### config.mk
export PLATFORM = sky130hd
export DESIGN_NAME = nbu_uart
export DESIGN_NICKNAME = d
export VERILOG_FILES = /design/src/nbu_pkg.sv /design/src/nbu_uart.sv
export VERILOG_INCLUDE_DIRS = /design/src
export SDC_FILE = /design/constraint.sdc
export NUM_CORES = 1
export LEC_CHECK = 0
export ABC_CLOCK_PERIOD_IN_PS = 2500
export BUFFER_PORTS_ARGS = -buffer_cell sky130_fd_sc_hd__buf_4
export CORE_MARGIN = 3
export CORE_UTILIZATION = 45
export DETAILED_ROUTE_END_ITERATION = 6
export HOLD_SLACK_MARGIN = 0.03
export PLACE_DENSITY = 0.74
export SLEW_MARGIN = 0
export SYNTH_ARGS = -nofsm -noshare
export SYNTH_HDL_FRONTEND = slang
export SYNTH_SLANG_ARGS = --single-unit
### constraint.sdc
create_clock -name i_clk -period 2.5 [get_ports i_clk]
set_clock_uncertainty 0.2 [all_clocks]
set_input_delay 0.5 -clock i_clk [delete_from_list [all_inputs] [get_ports i_clk]]
set_output_delay 0.5 -clock i_clk [all_outputs]
set_load 0.01 [all_outputs]
### src/nbu_cfg.svh
`ifndef NBU_CFG_SVH
`define NBU_CFG_SVH

// ****************************************
// Register indices (byte address = 4 * index)
// ****************************************
`define NBU_ADDR_W          12
`define NBU_IDX_POWER       10'h087
`define NBU_IDX_CONTROL     10'h098
`define NBU_IDX_BUFFER      10'h099
`define NBU_IDX_OWN_ADDR    10'h0a9
`define NBU_IDX_OWN_MASK    10'h0b9
`define NBU_IDX_BAUD_SRC    10'h0c9

// ****************************************
// Field positions
// ****************************************
`define NBU_CTL_MODE_HI     7
`define NBU_CTL_MODE_LO     6
`define NBU_CTL_MPE         5
`define NBU_CTL_REN         4
`define NBU_CTL_TB8         3
`define NBU_CTL_RB8         2
`define NBU_CTL_TI          1
`define NBU_CTL_RI          0
`define NBU_PWR_DOUBLE      7
`define NBU_PWR_FE_VIEW     6
`define NBU_SRC_TX_T2       0
`define NBU_SRC_RX_T2       1

// ****************************************
// Reset values and timing counts
// ****************************************
`define NBU_RST_BYTE        8'h00
`define NBU_RX_PRELOAD      9'h1ff
`define NBU_OVS_LAST        4'hf
`define NBU_SAMPLE_A        4'h7
`define NBU_SAMPLE_B        4'h8
`define NBU_SAMPLE_C        4'h9

`endif

### src/nbu_pkg.sv
package nbu_pkg;

    typedef enum logic [1:0] {
        MODE_SHIFT = 2'b00,
        MODE_8BIT  = 2'b01,
        MODE_9FIX  = 2'b10,
        MODE_9VAR  = 2'b11
    } nbu_mode_type;

    typedef enum logic [3:0] {
        TX_IDLE  = 4'b0001,
        TX_WAIT  = 4'b0010,
        TX_START = 4'b0100,
        TX_DATA  = 4'b1000
    } nbu_tx_state_type;

    typedef enum logic [2:0] {
        RX_HUNT = 3'b001,
        RX_BITS = 3'b010,
        RX_STOP = 3'b100
    } nbu_rx_state_type;

endpackage

### src/nbu_uart.sv
// Our own choice: the APB slave port.
`include "nbu_cfg.svh"

// What this block does
// - Frame: start, eight data LSB first, ninth, stop.
// - Transmit sends software-chosen ninth bit.
// - Mode 2 rate is oscillator /16 or /32.
// - Mode 3 rate from selected timer overflows.
// - Buffer write loads ninth bit, starts after rollover.
// - Start bit, then data, first shift adds stop.
// - Last shift ends send, sets transmit done flag.
// - Falling edge resets counter, preloads all ones.
// - Majority of samples seven, eight, nine.
// - Nonzero start bit aborts, hunt again.
// - Start reaching end triggers final shift.
// - Load only if flag clear and ninth allowed.
// - Store ninth and data; hunt at once in mode 1, one bit later otherwise.
// - Low stop bit sets frame error; mode 1 stores stop bit as ninth.
// - Missing stop bit always sets frame error.
// - Control bit 7 shows error or mode bit.
// - Only software clears frame error flag.
// - Address recognition in modes 1-3, not 0.
// - Nine-bit modes: ninth set and address match.
// - Mode 1: valid stop and address match.
// - Given address uses mask as care bits.
// - Broadcast is address OR mask, zeros ignored.
// - Address and mask reset to zero.
module nbu_uart (
    // Clock and reset
    input  wire logic                    i_clk,
    input  wire logic                    i_nrst,
    // APB slave
    input  wire logic                    i_psel,
    input  wire logic                    i_penable,
    input  wire logic                    i_pwrite,
    input  wire logic [`NBU_ADDR_W-1:0]  i_paddr,
    input  wire logic [31:0]             i_pwdata,
    output logic      [31:0]             o_prdata,
    output logic                         o_pready,
    output logic                         o_pslverr,
    // Baud sources
    input  wire logic                    i_timer1_ovf,
    input  wire logic                    i_timer2_ovf,
    // Serial line
    input  wire logic                    i_rxd,
    output logic                         o_txd
);

    // ****************************************
    // Helpers
    // ****************************************
    function automatic logic idx_is(input logic [`NBU_ADDR_W-1:0] addr,
                                    input logic [9:0] idx);
        idx_is = (addr[`NBU_ADDR_W-1:2] == idx);
    endfunction

    function automatic logic addr_match(input logic [7:0] rx_byte,
                                        input logic [7:0] own,
                                        input logic [7:0] mask);
        logic given_ok;
        logic bcast_ok;
        given_ok   = (((rx_byte ^ (own & mask)) & mask) == 8'h00);
        bcast_ok   = (((~rx_byte) & (own | mask)) == 8'h00);
        addr_match = given_ok | bcast_ok;
    endfunction

    // ****************************************
    // Registers
    // ****************************************
    logic [7:0]                   own_address_value_r;
    logic [7:0]                   own_address_mask_r;
    logic                         mode_hi_r;
    logic                         mode_lo_r;
    logic                         mpe_r;
    logic                         ren_r;
    logic                         tb8_r;
    logic                         rb8_r;
    logic                         ti_r;
    logic                         ri_r;
    logic                         fe_r;
    logic                         fe_view_r;
    logic                         double_r;
    logic                         tx_t2_r;
    logic                         rx_t2_r;
    logic [7:0]                   rx_buf_r;
    logic [31:0]                  prdata_r;

    logic                         wr_en;
    logic                         addr_hit;
    logic [7:0]                   rd_mux;
    logic [7:0]                   ctrl_view;
    nbu_pkg::nbu_mode_type        mode;

    assign mode  = nbu_pkg::nbu_mode_type'({mode_hi_r, mode_lo_r});
    assign wr_en = i_psel & i_penable & i_pwrite;

    // ****************************************
    // APB decode and read path
    // ****************************************
    assign ctrl_view = {fe_view_r ? fe_r : mode_hi_r,
                        mode_lo_r, mpe_r, ren_r, tb8_r, rb8_r, ti_r, ri_r};

    always_comb begin
        addr_hit = 1'b1;
        rd_mux   = 8'h00;
        if (idx_is(i_paddr, `NBU_IDX_CONTROL)) begin
            rd_mux = ctrl_view;
        end else if (idx_is(i_paddr, `NBU_IDX_BUFFER)) begin
            rd_mux = rx_buf_r;
        end else if (idx_is(i_paddr, `NBU_IDX_POWER)) begin
            rd_mux = {double_r, fe_view_r, 6'h00};
        end else if (idx_is(i_paddr, `NBU_IDX_OWN_ADDR)) begin
            rd_mux = own_address_value_r;
        end else if (idx_is(i_paddr, `NBU_IDX_OWN_MASK)) begin
            rd_mux = own_address_mask_r;
        end else if (idx_is(i_paddr, `NBU_IDX_BAUD_SRC)) begin
            rd_mux = {6'h00, rx_t2_r, tx_t2_r};
        end else begin
            addr_hit = 1'b0;
        end
    end

    // Read data is captured in the setup cycle so the answer comes from a flop
    // with no wait state.
    always_ff @(posedge i_clk) begin
        if (!i_nrst) begin
            prdata_r <= 32'h0000_0000;
        end else if (i_psel && !i_penable) begin
            prdata_r <= {24'h00_0000, rd_mux};
        end
    end

    assign o_prdata  = prdata_r;
    assign o_pready  = 1'b1;
    assign o_pslverr = i_psel & i_penable & ~addr_hit;

    // ****************************************
    // Software configuration
    // ****************************************
    always_ff @(posedge i_clk) begin
        if (!i_nrst) begin
            own_address_value_r <= `NBU_RST_BYTE;
            own_address_mask_r  <= `NBU_RST_BYTE;
        end else if (wr_en && idx_is(i_paddr, `NBU_IDX_OWN_ADDR)) begin
            own_address_value_r <= i_pwdata[7:0];
        end else if (wr_en && idx_is(i_paddr, `NBU_IDX_OWN_MASK)) begin
            own_address_mask_r <= i_pwdata[7:0];
        end
    end

    always_ff @(posedge i_clk) begin
        if (!i_nrst) begin
            double_r  <= 1'b0;
            fe_view_r <= 1'b0;
        end else if (wr_en && idx_is(i_paddr, `NBU_IDX_POWER)) begin
            double_r  <= i_pwdata[`NBU_PWR_DOUBLE];
            fe_view_r <= i_pwdata[`NBU_PWR_FE_VIEW];
        end
    end

    always_ff @(posedge i_clk) begin
        if (!i_nrst) begin
            tx_t2_r <= 1'b0;
            rx_t2_r <= 1'b0;
        end else if (wr_en && idx_is(i_paddr, `NBU_IDX_BAUD_SRC)) begin
            tx_t2_r <= i_pwdata[`NBU_SRC_TX_T2];
            rx_t2_r <= i_pwdata[`NBU_SRC_RX_T2];
        end
    end

    logic ctl_wr;
    assign ctl_wr = wr_en & idx_is(i_paddr, `NBU_IDX_CONTROL);

    always_ff @(posedge i_clk) begin
        if (!i_nrst) begin
            mode_hi_r <= 1'b0;
            mode_lo_r <= 1'b0;
            mpe_r     <= 1'b0;
            ren_r     <= 1'b0;
            tb8_r     <= 1'b0;
        end else if (ctl_wr) begin
            if (!fe_view_r) begin
                mode_hi_r <= i_pwdata[`NBU_CTL_MODE_HI];
            end
            mode_lo_r <= i_pwdata[`NBU_CTL_MODE_LO];
            mpe_r     <= i_pwdata[`NBU_CTL_MPE];
            ren_r     <= i_pwdata[`NBU_CTL_REN];
            tb8_r     <= i_pwdata[`NBU_CTL_TB8];
        end
    end

    // ****************************************
    // Baud ticks (16x bit rate)
    // ****************************************
    logic osc_half_r;
    logic t1_half_r;
    logic osc_tick;
    logic t1_tick;
    logic tx_tick;
    logic rx_tick;

    always_ff @(posedge i_clk) begin
        if (!i_nrst) begin
            osc_half_r <= 1'b0;
            t1_half_r  <= 1'b0;
        end else begin
            osc_half_r <= ~osc_half_r;
            if (i_timer1_ovf) begin
                t1_half_r <= ~t1_half_r;
            end
        end
    end

    // Doubling picks a tick every cycle (bit rate /16) or every other (/32)
    assign osc_tick = double_r | osc_half_r;
    assign t1_tick  = i_timer1_ovf & (double_r | t1_half_r);

    always_comb begin
        tx_tick = 1'b0;
        rx_tick = 1'b0;
        unique case (mode)
            nbu_pkg::MODE_9FIX: begin
                tx_tick = osc_tick;
                rx_tick = osc_tick;
            end
            nbu_pkg::MODE_8BIT,
            nbu_pkg::MODE_9VAR: begin
                tx_tick = tx_t2_r ? i_timer2_ovf : t1_tick;
                rx_tick = rx_t2_r ? i_timer2_ovf : t1_tick;
            end
            nbu_pkg::MODE_SHIFT: begin
                tx_tick = 1'b0;
                rx_tick = 1'b0;
            end
        endcase
    end

    // ****************************************
    // Transmitter
    // ****************************************
    nbu_pkg::nbu_tx_state_type tx_state_r;
    logic [3:0]                tx_div_r;
    logic [8:0]                tx_sh_r;
    logic                      tx_shifted_r;
    logic                      tx_roll;
    logic                      tx_last;
    logic                      buf_wr;
    logic                      ti_set;

    assign buf_wr  = wr_en & idx_is(i_paddr, `NBU_IDX_BUFFER);
    assign tx_roll = tx_tick & (tx_div_r == `NBU_OVS_LAST);
    // Ninth bit at output, stop bit beside it, zeros beyond
    assign tx_last = tx_shifted_r & tx_sh_r[1] & (tx_sh_r[8:2] == 7'h00);
    assign ti_set  = tx_roll & (tx_state_r == nbu_pkg::TX_DATA) & tx_last;

    always_ff @(posedge i_clk) begin
        if (!i_nrst) begin
            tx_div_r <= 4'h0;
        end else if (tx_tick) begin
            tx_div_r <= tx_div_r + 4'h1;
        end
    end

    always_ff @(posedge i_clk) begin
        if (!i_nrst) begin
            tx_state_r   <= nbu_pkg::TX_IDLE;
            tx_sh_r      <= 9'h000;
            tx_shifted_r <= 1'b0;
        end else if (buf_wr) begin
            // A write while busy restarts the frame; software should wait for done
            tx_sh_r      <= {tb8_r, i_pwdata[7:0]};
            tx_shifted_r <= 1'b0;
            tx_state_r   <= nbu_pkg::TX_WAIT;
        end else if (tx_roll) begin
            unique case (tx_state_r)
                nbu_pkg::TX_IDLE: begin
                    tx_state_r <= nbu_pkg::TX_IDLE;
                end
                nbu_pkg::TX_WAIT: begin
                    tx_state_r <= nbu_pkg::TX_START;
                end
                nbu_pkg::TX_START: begin
                    tx_state_r <= nbu_pkg::TX_DATA;
                end
                nbu_pkg::TX_DATA: begin
                    tx_sh_r      <= {~tx_shifted_r, tx_sh_r[8:1]};
                    tx_shifted_r <= 1'b1;
                    if (tx_last) begin
                        tx_state_r <= nbu_pkg::TX_IDLE;
                    end
                end
            endcase
        end
    end

    logic txd_r;

    always_ff @(posedge i_clk) begin
        if (!i_nrst) begin
            txd_r <= 1'b1;
        end else begin
            unique case (tx_state_r)
                nbu_pkg::TX_START: txd_r <= 1'b0;
                nbu_pkg::TX_DATA:  txd_r <= tx_sh_r[0];
                default:           txd_r <= 1'b1;
            endcase
        end
    end

    assign o_txd = txd_r;

    // ****************************************
    // Receiver
    // ****************************************
    logic                      rxd_meta_r;
    logic                      rxd_r;
    logic                      rxd_prev_r;
    nbu_pkg::nbu_rx_state_type rx_state_r;
    logic [3:0]                rx_cnt_r;
    logic [8:0]                rx_sh_r;
    logic                      samp_a_r;
    logic                      samp_b_r;
    logic                      bit_r;
    logic                      rx_roll;
    logic                      rx_fall;
    logic                      rx_accept;
    logic                      ri_set;
    logic                      fe_set;

    always_ff @(posedge i_clk) begin
        if (!i_nrst) begin
            rxd_meta_r <= 1'b1;
            rxd_r      <= 1'b1;
        end else begin
            rxd_meta_r <= i_rxd;
            rxd_r      <= rxd_meta_r;
        end
    end

    always_ff @(posedge i_clk) begin
        if (!i_nrst) begin
            rxd_prev_r <= 1'b1;
        end else if (rx_tick) begin
            rxd_prev_r <= rxd_r;
        end
    end

    assign rx_fall = rx_tick & rxd_prev_r & ~rxd_r;
    assign rx_roll = rx_tick & (rx_cnt_r == `NBU_OVS_LAST);

    // Three samples per bit; majority latched on the third
    always_ff @(posedge i_clk) begin
        if (!i_nrst) begin
            samp_a_r <= 1'b1;
            samp_b_r <= 1'b1;
            bit_r    <= 1'b1;
        end else if (rx_tick) begin
            if (rx_cnt_r == `NBU_SAMPLE_A) begin
                samp_a_r <= rxd_r;
            end
            if (rx_cnt_r == `NBU_SAMPLE_B) begin
                samp_b_r <= rxd_r;
            end
            if (rx_cnt_r == `NBU_SAMPLE_C) begin
                bit_r <= (samp_a_r & samp_b_r) | (samp_a_r & rxd_r) | (samp_b_r & rxd_r);
            end
        end
    end

    // Mode 1 reuses the ninth slot for the stop bit, so one test serves both
    assign rx_accept = ~ri_r & (~mpe_r
                       | (bit_r & addr_match(rx_sh_r[8:1], own_address_value_r,
                                             own_address_mask_r)));

    assign ri_set = (rx_state_r == nbu_pkg::RX_BITS) & rx_roll & ~rx_sh_r[0] & rx_accept;

    always_comb begin
        fe_set = 1'b0;
        if (rx_roll && !bit_r) begin
            if (rx_state_r == nbu_pkg::RX_STOP) begin
                fe_set = 1'b1;
            end else if (rx_state_r == nbu_pkg::RX_BITS && !rx_sh_r[0]
                         && mode == nbu_pkg::MODE_8BIT) begin
                fe_set = 1'b1;
            end
        end
    end

    always_ff @(posedge i_clk) begin
        if (!i_nrst) begin
            rx_state_r <= nbu_pkg::RX_HUNT;
            rx_cnt_r   <= 4'h0;
            rx_sh_r    <= `NBU_RX_PRELOAD;
        end else begin
            unique case (rx_state_r)
                nbu_pkg::RX_HUNT: begin
                    if (rx_fall && ren_r) begin
                        rx_cnt_r   <= 4'h0;
                        rx_sh_r    <= `NBU_RX_PRELOAD;
                        rx_state_r <= nbu_pkg::RX_BITS;
                    end
                end
                nbu_pkg::RX_BITS: begin
                    if (rx_tick) begin
                        rx_cnt_r <= rx_cnt_r + 4'h1;
                    end
                    if (rx_roll) begin
                        if (rx_sh_r == `NBU_RX_PRELOAD && bit_r) begin
                            rx_state_r <= nbu_pkg::RX_HUNT;
                        end else if (!rx_sh_r[0]) begin
                            // Final shift; mode 1 just took its stop bit
                            rx_sh_r    <= {bit_r, rx_sh_r[8:1]};
                            rx_state_r <= (mode == nbu_pkg::MODE_8BIT) ?
                                          nbu_pkg::RX_HUNT : nbu_pkg::RX_STOP;
                        end else begin
                            rx_sh_r <= {bit_r, rx_sh_r[8:1]};
                        end
                    end
                end
                nbu_pkg::RX_STOP: begin
                    if (rx_tick) begin
                        rx_cnt_r <= rx_cnt_r + 4'h1;
                    end
                    if (rx_roll) begin
                        rx_state_r <= nbu_pkg::RX_HUNT;
                    end
                end
                default: begin
                    rx_state_r <= nbu_pkg::RX_HUNT;
                end
            endcase
        end
    end

    // Stop bit value lands in rb8_r in mode 1 only; otherwise it is not involved here
    always_ff @(posedge i_clk) begin
        if (!i_nrst) begin
            rx_buf_r <= 8'h00;
            rb8_r    <= 1'b0;
        end else if (ri_set) begin
            rx_buf_r <= rx_sh_r[8:1];
            rb8_r    <= bit_r;
        end else if (ctl_wr) begin
            rb8_r <= i_pwdata[`NBU_CTL_RB8];
        end
    end

    // ****************************************
    // Event flags: hardware set wins over software write
    // ****************************************
    always_ff @(posedge i_clk) begin
        if (!i_nrst) begin
            ti_r <= 1'b0;
            ri_r <= 1'b0;
            fe_r <= 1'b0;
        end else begin
            if (ti_set) begin
                ti_r <= 1'b1;
            end else if (ctl_wr) begin
                ti_r <= i_pwdata[`NBU_CTL_TI];
            end
            if (ri_set) begin
                ri_r <= 1'b1;
            end else if (ctl_wr) begin
                ri_r <= i_pwdata[`NBU_CTL_RI];
            end
            if (fe_set) begin
                fe_r <= 1'b1;
            end else if (ctl_wr && fe_view_r) begin
                fe_r <= i_pwdata[`NBU_CTL_MODE_HI];
            end
        end
    end

endmodule

==> impl_metrics.yaml <==
status:
  outcome: "complete, no violations"
worst_setup_path:
  rr_worst_depth: 6
  worstSetupEndpointType: "primary output"
  worst-path-max-fanout: 6
  worstPathCellList: "buf_6 -> or3b_4 -> nor4_4 -> nor4_2 -> and4_1 -> buf_6"
  critical_path_rt_ps: 1800
  arrival_ps: 1780
  startpoint_type: "primary input"
  critical-path-slowest-cell: "sky130_fd_sc_hd__or3b_4"
  cpMostUsedCell: "sky130_fd_sc_hd__buf_6"
  worst_path_largest_cell_delay_ps: 450
  timing_worst_setup_path_type: "primary input to primary output"
routing:
  post_drt_via_cell_ratio: 5.80
  wirelength_um: 11800
  drtAntennaViolNets: 0
  drt_iter0_drc: 406
  drt-met1-wl_um: 5000
  maxUsedRoutingLayer: "met4"
  routed_wl_met3_um: 1030
  wl_met2_um: 5490
  route.detailed.drc: 0
  vias: 4208
  dr.pass1.iters: 6
  wire_per_inst_um: 16.2
global_route:
  grt_max_degree: 48
  grt_pass1_vias: 3870
  wire_length_of_the_first_global_routing_pass_um: 19000
  antenna_found_initial: 0
  grtUsageTotal_pct: 21.1
  globalRoute.totalOverflow: 0
cells_and_area:
  finish.cell_count_without_fillers: 726
  post_route_cells_drive_above_1_share_pct: 18.4
  n_fill_cell: 880
  finalNetCount: 648
  num_antenna_cells: 0
  area.growth.synth_to_final_pct: 17.1
die:
  ios: 87
  floorplan.die_area_um2: 11200
  fp.coreArea_um2: 9460
  start_util_pct: 47.4
  placementRows: 35
  die-width_um: 106
  die_h_um: 106
cts:
  cts-root-buf: "sky130_fd_sc_hd__clkbuf_8"
  worst_setup_hold_path_clk_slew_ps: 90
  clock_tree.buffer_depth: 2
  clk_latency_ps: 360
  tritoncts.num_buffers: 9
  clock_sinks: 88
  cts_tree: "done"
  h_tree_lvl_count: 3
  cts.hold.buffers_added: 0
pwr:
  report.power.total_mw: 2.68
  ir_worst_vdd_uv: 280
  power_per_cell_area_nw_per_um2: 512
  power.leakage_nw: 1.91
hold_path:
  worstHoldPathCells: 2
  hp-class: "primary input to flip-flop"
sta:
  max_slew_violation_count: 0
  setup_viol: 0
  final_hold_viol_count: 0
  slew-limit-headroom_pct: 52.7
  period_share_pct: 99.1
  timing_worst_slew_pin_value_ps: 707
  crit_path_setup_slack_layout_ps: 21.4
  worst_hold_slack_ps: 115
  timing.final.crit_period_ps: 2480
  upper_clock_frequency_limit_mhz: 403
yosys:
  synth_most_common_cell: "sky130_fd_sc_hd__dfxtp_1"
  ys_seq_area_share_pct: 39.3
  synth_area_um2: 4480
  synth.cells.most_frequent: "88 x sky130_fd_sc_hd__dfxtp_1, 69 x sky130_fd_sc_hd__nand2_1, 49 x sky130_fd_sc_hd__a21oi_1"
  postSynthCellCount: 540
  dominantRegCellSynth: "sky130_fd_sc_hd__dfxtp_1"
  postSynth.asyncResetShare_pct: 0
  ys_top_cells_by_area: "sky130_fd_sc_hd__dfxtp_1 39%, sky130_fd_sc_hd__nand2_1 5.8%, sky130_fd_sc_hd__a21oi_1 5.5%"
  synth_cell_types: 57
  syn-mean-instance-area_um2: 8.29
  yosys_warnings: 0
  count_of_flip_flops_with_a_built_in_enable_after_synthesis: 0
  synth_largest_type_area_fraction_pct: 39.3
  synth_area_leader_cell: "sky130_fd_sc_hd__dfxtp_1"
  ys_seq_elements: 88
placed_design:
  placed_cells: 706
  globalplace.congestion: 0.925
  place_ws_ps: -145
  numPortBuffers: 35
  dp.final_hpwl_um: 8490
job:
  maxCapViolations: 0
-- where the power goes --
part	internal, mW	switching, mW	total, mW
Combinational	0.0621	0.103	0.165
Sequential	1.41	0.00517	1.41
Clock	0.589	0.516	1.11
Total	2.06	0.624	2.68
-- final timing paths --
| kind | from | to | slack (ps) |
|---|---|---|---|
| hold reg to reg | rxd_meta_r | rxd_r | 230 |
| setup reg to reg | own_address_value_r[6] | rx_buf_r[7] | 230 |
| hold / removal | i_rxd | rxd_meta_r | 120 |
| setup / recovery | i_paddr[3] | o_pslverr | 20 |
-- what timing repair did --
item	4_1_cts	5_1_grt
buffers inserted	1	3
resized for setup	3	7
pin swaps	3	7
hold endpoints to repair	0	0
endpoints found under the setup margin	1	1
-- placed cells by master, fill, tap and decap left out, drive strengths merged, types with 10 or more instances in the layout --
master,Yosys,routed
dfxtp,88,88
buf,36,74
nand2,69,69
a21oi,49,49
nor2,31,31
nand3,30,30
o21ai,30,30
conb,2,25
nor4,15,15
mux2i,13,13
a211oi,11,11
clkbuf,20,11
nand2b,10,10
-- logic make-up (layout without fill, tap and decap cells) --
group	Yosys count	after routing	share of synthesized area, %
xor gates and xnor gates	11	11	2.15
muxes	18	18	4.25
buffers and inverters	63	97	7.93
adders and majority gates	4	4	1.12
AOI/OAI and AO/OA	142	142	20.0
other	2	25	0.168
DFF	88	88	39.3
and+or+nand+nor	212	212	25.1
-- stage by stage --
| stage | util, % | instance area [µm²] | TNS (ps) |
|---|---|---|---|
| floorplan | - | 4570 | 0 |
| global placement | 52.2 | 4940 | -759 |
| detailed placement | 52.2 | 4940 | -1730 |
| CTS | 54.8 | 5190 | 0 |
| global route | 55.4 | 5250 | -4.53 |
| finish | 55.4 | 5250 | 0 |
-- layout make-up --
class | count | area, µm² | area share (%)
clock buffer | 11 | 141 | 2.70
timing repair buffer | 74 | 583 | 11.1
multi-input combinational | 412 | 2490 | 47.5
clock inverter | 5 | 80.1 | 1.53
tap | 129 | 161 | 3.08
inverter | 7 | 26.3 | 0.501
sequential | 88 | 1760 | 33.6
-- registers in the layout (all words and copies together), names as in the netlist, 3 cells and up --
| signal | flops |
|---|---|
| tx_div_r | 4 |
| own_address_mask_r | 8 |
| own_address_value_r | 8 |
| rx_sh_r | 9 |
| rx_cnt_r | 4 |
| rx_buf_r | 8 |
| o_prdata | 8 |
| tx_sh_r | 9 |
| tx_state_r | 4 |
| rx_state_r | 3 |
-- worst max-delay path, delay by kind of cell --
family,cells,cell delay [ps]
buffers and inverters,2,210
and+or+nand+nor,4,1080
-- layer usage --
layer  track usage [%]  up-vias
met5                 0        -
met4              5.55        0
met3              4.23       20
met2              34.2      198
met1              28.7     1969
li1                  -     2021
Note: power is estimated with default switching activity, not from simulation.
